--- config.mk ---
export PLATFORM = sky130hd
export DESIGN_NAME = cts_task_sequencer
export DESIGN_NICKNAME = d
export VERILOG_FILES = /design/src/cts_pkg.sv /design/src/cts_task_sequencer.sv
export SDC_FILE = /design/constraint.sdc
export NUM_CORES = 1
export LEC_CHECK = 0
export BUFFER_PORTS_ARGS = -buffer_cell sky130_fd_sc_hd__clkbuf_2
export CAP_MARGIN = 30
export CORE_AREA = 2 2 76 78
export CTS_CLUSTER_DIAMETER = 120
export CTS_CLUSTER_SIZE = 30
export DETAILED_ROUTE_END_ITERATION = 16
export DIE_AREA = 0 0 78 80
export SYNTH_ARGS = -nofsm -noshare
export SYNTH_HDL_FRONTEND = slang
export SYNTH_SLANG_ARGS = --single-unit
--- constraint.sdc ---
create_clock -name CLK_I -period 2.5 [get_ports CLK_I]
set_clock_uncertainty 0.1 [all_clocks]
set_input_delay 0.5 -clock CLK_I [delete_from_list [all_inputs] [get_ports CLK_I]]
set_output_delay 0.5 -clock CLK_I [all_outputs]
set_load 0.01 [all_outputs]
--- src/cts_pkg.sv ---
// Constants and types for the control law coprocessor task sequencer
// Operation
// - Eight independent task slots, each naming its own routine.
// - Each slot starts from a software write or a peripheral trigger.
// - One task runs at a time and always finishes before another starts.
// - Task completion raises an interrupt toward the peripheral interrupt expander.
// - After completion the highest-priority pending task starts without CPU help.
// - Coprocessor has its own bus path to converter and peripheral registers.
// - CPU and coprocessor exchange data through shared message memories.
// - Independent engine with own fetch and pipeline, 32-bit floating point.
package cts_pkg;
    localparam int NUM_TASKS = 8;
    localparam int TASK_IDX_W = 3;
    localparam logic [NUM_TASKS-1:0] PEND_RESET = 8'h00;
    localparam logic [TASK_IDX_W-1:0] IDX_RESET = 3'h0;

    // Sequencer states, one-hot
    typedef enum logic [2:0]
    {
        ST_IDLE = 3'b001,
        ST_LAUNCH = 3'b010,
        ST_RUN = 3'b100
    } cts_state_type;

    // Launch command toward the execution engine
    typedef struct packed
    {
        logic valid;
        logic [TASK_IDX_W-1:0] task_idx;
    } cts_launch_type;

    // Completion report toward the interrupt expander
    typedef struct packed
    {
        logic pulse;
        logic [TASK_IDX_W-1:0] task_idx;
    } cts_done_type;
endpackage : cts_pkg

--- src/cts_task_sequencer.sv ---
// Task sequencer: pending slots, priority pick, launch and completion
`timescale 1ns/10ps
`default_nettype none
module cts_task_sequencer
(
    // Clock and reset
    input wire logic CLK_I,
    input wire logic RSTN_I,
    // Start requests, one bit per slot
    input wire logic [cts_pkg::NUM_TASKS-1:0] SW_START_I,
    input wire logic [cts_pkg::NUM_TASKS-1:0] PERIPH_TRIG_I,
    // Execution engine handshake
    output cts_pkg::cts_launch_type LAUNCH_O,
    input wire logic ENGINE_DONE_I,
    // Completion interrupt toward the interrupt expander
    output cts_pkg::cts_done_type DONE_O,
    // Status
    output logic BUSY_O,
    output logic [cts_pkg::NUM_TASKS-1:0] PENDING_O
);
    import cts_pkg::*;

    cts_state_type state;
    cts_state_type next_state;
    logic [NUM_TASKS-1:0] pend;
    logic [NUM_TASKS-1:0] trig_s1;
    logic [NUM_TASKS-1:0] trig_s2;
    logic [NUM_TASKS-1:0] trig_d;
    logic [NUM_TASKS-1:0] trig_rise;
    logic [TASK_IDX_W-1:0] cur_idx;
    logic [TASK_IDX_W-1:0] pick_idx;
    logic start_now;
    logic done_ev;
    logic [NUM_TASKS-1:0] next_pend;
    logic launch_valid;
    logic [TASK_IDX_W-1:0] launch_idx;
    logic done_pulse;
    logic [TASK_IDX_W-1:0] done_idx;

    // Lowest-numbered pending slot has priority
    function automatic logic [TASK_IDX_W-1:0] pick_lowest(input logic [NUM_TASKS-1:0] p);
        logic [TASK_IDX_W-1:0] r;
        r = IDX_RESET;
        for (int i = NUM_TASKS - 1; i >= 0; i--)
        begin
            if (p[i])
            begin
                r = TASK_IDX_W'(i);
            end
        end
        return r;
    endfunction : pick_lowest

    // One-hot mask of a slot number
    function automatic logic [NUM_TASKS-1:0] slot_mask(input logic [TASK_IDX_W-1:0] idx);
        return NUM_TASKS'(1) << idx;
    endfunction : slot_mask

    // Peripheral triggers come from other logic timing; sync then edge detect
    always_ff @(posedge CLK_I or negedge RSTN_I)
    begin
        if (!RSTN_I)
        begin
            trig_s1 <= PEND_RESET;
            trig_s2 <= PEND_RESET;
        end
        else
        begin
            trig_s1 <= PERIPH_TRIG_I;
            trig_s2 <= trig_s1;
        end
    end

    // Edge history resets low like an idle pin, so no false edge after reset
    always_ff @(posedge CLK_I or negedge RSTN_I)
    begin
        if (!RSTN_I)
        begin
            trig_d <= PEND_RESET;
        end
        else
        begin
            trig_d <= trig_s2;
        end
    end

    assign trig_rise = trig_s2 & ~trig_d;
    assign pick_idx = pick_lowest(pend);
    assign done_ev = (state == ST_RUN) && ENGINE_DONE_I;
    // Start only from idle or straight after a finish; never preempts
    assign start_now = (pend != PEND_RESET) && ((state == ST_IDLE) || done_ev);

    // Launch clears its slot first, then new requests merge on top;
    // a request arriving in the launch cycle is therefore never lost
    always_comb
    begin
        next_pend = pend;
        if (start_now)
        begin
            next_pend = next_pend & ~slot_mask(pick_idx);
        end
        next_pend = next_pend | SW_START_I | trig_rise;
    end

    // Pending set, one bit per slot
    always_ff @(posedge CLK_I or negedge RSTN_I)
    begin
        if (!RSTN_I)
        begin
            pend <= PEND_RESET;
        end
        else
        begin
            pend <= next_pend;
        end
    end

    // Sequencer state
    always_comb
    begin
        next_state = state;
        case (state)
            ST_IDLE:
            begin
                if (start_now)
                begin
                    next_state = ST_LAUNCH;
                end
            end
            ST_LAUNCH:
            begin
                next_state = ST_RUN;
            end
            ST_RUN:
            begin
                if (done_ev)
                begin
                    next_state = start_now ? ST_LAUNCH : ST_IDLE;
                end
            end
            default:
            begin
                next_state = ST_IDLE;
            end
        endcase
    end

    always_ff @(posedge CLK_I or negedge RSTN_I)
    begin
        if (!RSTN_I)
        begin
            state <= ST_IDLE;
        end
        else
        begin
            state <= next_state;
        end
    end

    // Current task index, captured at selection time
    always_ff @(posedge CLK_I or negedge RSTN_I)
    begin
        if (!RSTN_I)
        begin
            cur_idx <= IDX_RESET;
        end
        else if (start_now)
        begin
            cur_idx <= pick_idx;
        end
    end

    // Launch strobe for one cycle; engine owns fetch and arithmetic
    always_ff @(posedge CLK_I or negedge RSTN_I)
    begin
        if (!RSTN_I)
        begin
            launch_valid <= 1'b0;
        end
        else
        begin
            launch_valid <= start_now;
        end
    end

    // Slot number picks the routine; bus path and message memories sit in the engine
    always_ff @(posedge CLK_I or negedge RSTN_I)
    begin
        if (!RSTN_I)
        begin
            launch_idx <= IDX_RESET;
        end
        else if (start_now)
        begin
            launch_idx <= pick_idx;
        end
    end

    // Completion pulse, one cycle per finished task
    always_ff @(posedge CLK_I or negedge RSTN_I)
    begin
        if (!RSTN_I)
        begin
            done_pulse <= 1'b0;
        end
        else
        begin
            done_pulse <= done_ev;
        end
    end

    // Finished slot number holds until the next completion
    always_ff @(posedge CLK_I or negedge RSTN_I)
    begin
        if (!RSTN_I)
        begin
            done_idx <= IDX_RESET;
        end
        else if (done_ev)
        begin
            done_idx <= cur_idx;
        end
    end

    // Registered fields packed onto the port structs
    assign LAUNCH_O = '{valid: launch_valid, task_idx: launch_idx};
    assign DONE_O = '{pulse: done_pulse, task_idx: done_idx};

    assign BUSY_O = (state != ST_IDLE);
    assign PENDING_O = pend;
endmodule : cts_task_sequencer
`default_nettype wire

==> results.md <==
- Status: complete, no violations
- Antenna violations before repair: 0
- FF-to-FF Start: state[1]
- Routed vias: 951
- Multi-input logic area: 367 sq um
- Synth Area in XOR/XNOR: 0
- Worst-margin pin slew: 531 ps
- Post-cts hold buffer count: 0
- IO buf count: 35
- Reg-to-reg endpoint: PENDING_O[2]
- Post-route ant nets: 0
- R2r setup slk: 580 ps
- Max Slew Vio Count: 0
- Die ar.: 6240 sq um
- Crit path to: BUSY_O
- Synthesis Warnings: 0
- Initial drt markers: 47
- Core area: 5410 sq um
- # DRC: 0
- Critical Path Start: state[0]
- Mapped Area: 1520 sq um
- Cells after Synth: 110
- TritonCTS clock tree: built
- Syn avg cell area: 13.8 sq um
- Slew headroom: 0.646
- Clk root buf: clkbuf_8
- Crit path max fanout: 5
- GP Congestion: 0.683
- First-pass GRT wire length: 4550 um
- Post-Route WL: 2740 um
- RSZ-0062 raised after global routing: false
- Worst vdd ir: 0.000481 V
- Num CTS Buffers: 5
- Worst skew pair latency: 300 ps
- Maximum clock path buffer count: 2
- Largest net degree at the start of global routing: 44
- Starting Density: 0.280
- Pwr/cell area: 889 nW/um^2
- Hpwl dp: 1960 um
- Row count: 27
- Worst R2R Path Depth: 4
- CP endpoint kind: output pin
- Sequential element share of the synthesized area: 0.711
- Num Clock Sinks: 43
- Finish-stage setup viols: 0
- Synth Area in Simple Gates: 0.0983
- DIE WIDTH: 78 um
- Crit path arrival time: 1390 ps
- Area after DPL: 1770 sq um
- Mux contribution to synthesized area: 0.0297
- Pre-Repair DR Iteration Count: 4
- Leak: 0.858 nW
- All-Layer GR Usage: 0.0960
- Vias/cell: 4.26
- I/O pins: 36
- Area grow syn2layout: 22.2%
- Crit path time final: 1990 ps
- Post-CTS Setup Repair Bufs: 0
- Crit path kind: register to output pin
- Hold Fails Final Rpt: 0
- FILL cells: 564
- Final Util: 0.343
- Compound-cell area share of the yosys netlist: 0.114
- Fin crit share: 0.797
- Highest clock rate: 502 MHz
- Vias in the first global route: 932
- Wirelength per Cell: 12.3 um
- Die H: 80 um
- H-tree depth: 2
- Final net count: 170
- Diodes inserted: 0
- # Max-Cap Violations: 0
- Post-Synth Adder-Cell Area: 0
- Startpoint Class: register
- Share of layout cells above drive strength 1: 0.358
- Grt total ovfl: 0
- Synth unique cells: 30
- Seq cells post-synth: 43
- Final Instance Area: 1850 sq um
- FF+latch area: 1080 sq um
- Main combinational cell family by area after synthesis: compound AO/OA/AOI/OAI gates
- Post-CTS resize count: 0
- Post-Syn Nets: 129
- Hold Path Class: input pin to asynchronous set/reset pin
- Setup TNS: 0 ps
- Worst endpoint required time: 1900 ps
- Reg clk slew, reported paths: 80 ps
-- state kept, by name, summed over array words and instances, names as in the netlist --
register,flops
launch_valid,1
done_pulse,1
PENDING_O,8
trig_s1,8
launch_idx,3
state,3
done_idx,3
trig_d,8
trig_s2,8
-- Yosys cell counts, drive strengths merged --
cell type	count	area (sq um)
a22o	1	8.76
buf	3	26.3
o22ai	1	6.26
inv	12	45.0
nor3b	2	26.3
or3	1	6.26
nor2	6	30.0
o311ai	1	8.76
o21ai	7	35.0
o211ai	1	7.51
mux2	4	45.0
dfstp	1	26.3
nor3	2	10.0
nand3	1	5.00
and4bb	1	12.5
nand2	5	18.8
a221o	4	41.3
nor4	2	27.5
a31oi	1	6.26
o22a	1	10.0
a21oi	8	40.0
nor2b	1	6.26
dfrtp	42	1050
nand2b	1	6.26
o41ai	1	8.76
-- routing by layer --
layer  part of all wire  track usage
met1               0.48        0.131
met2               0.42        0.126
met3              0.081       0.0419
met4              0.021       0.0526
met5                  0            0
-- final cells by class --
cell class | count | share of cell area
sequential | 43 | 0.582
clock inverter | 2 | 0.00743
multi-input combinational | 52 | 0.198
timing repair buffer | 37 | 0.103
inverter | 12 | 0.0243
tap | 72 | 0.0486
clock buffer | 5 | 0.0372
-- cells by family (layout without fill, tap and decap cells) --
group                  count (synthesis)  after routing
muxes                                  4              4
AOI/OAI and AO/OA                     26             26
and+or+nand+nor                       22             22
buffers and inverters                 15             56
DFF                                   43             43
-- through the flow --
| step | hold slack (ps) | instances | power [W] | setup slack, ps |
|---|---|---|---|---|
| after floorplan | 104 | 110 | 0.00112 | 771 |
| after global placement | 231 | 216 | 0.00123 | 531 |
| after detailed placement | 236 | 216 | 0.00124 | 490 |
| after CTS | 179 | 223 | 0.00167 | 501 |
| after global routing | 192 | 223 | 0.00174 | 420 |
| final | 154 | 223 | 0.00165 | 508 |
-- worst min path at each step --
stage and endpoint:
6_report trig_s1[3], 5_1_grt trig_s1[7], 3_3_place_gp trig_s2[5], 3_5_place_dp trig_s2[6]
2_1_floorplan PENDING_O[0], 4_1_cts trig_s1[1]
-- report_power, final --
| group | total, W | switching (W) | internal [W] |
|---|---|---|---|
| combinational | 0.000345 | 0.000177 | 0.000167 |
| clock | 0.000424 | 0.000233 | 0.000191 |
| sequential | 0.000878 | 0.0000841 | 0.000794 |
| total | 0.00165 | 0.000494 | 0.00115 |
-- placed cells by master, fill, tap and decap left out, types with 2 or more instances in the layout --
master,netlist,layout
nor3_1,2,2
inv_1,12,12
a21oi_1,8,8
buf_4,2,2
o21ai_0,7,7
dfrtp_1,42,42
nor2_1,5,5
a221o_1,3,3
clkbuf_2,0,35
clkbuf_8,0,5
mux2_2,4,4
nand2_1,5,5
-- critical path, stage by stage, from the launching register on --
cell and delay, ps:
dfstp_2 560, nor3b_4 330, inv_1 70, clkbuf_2 130
No activity file was read; power rests on OpenSTA's default activity.
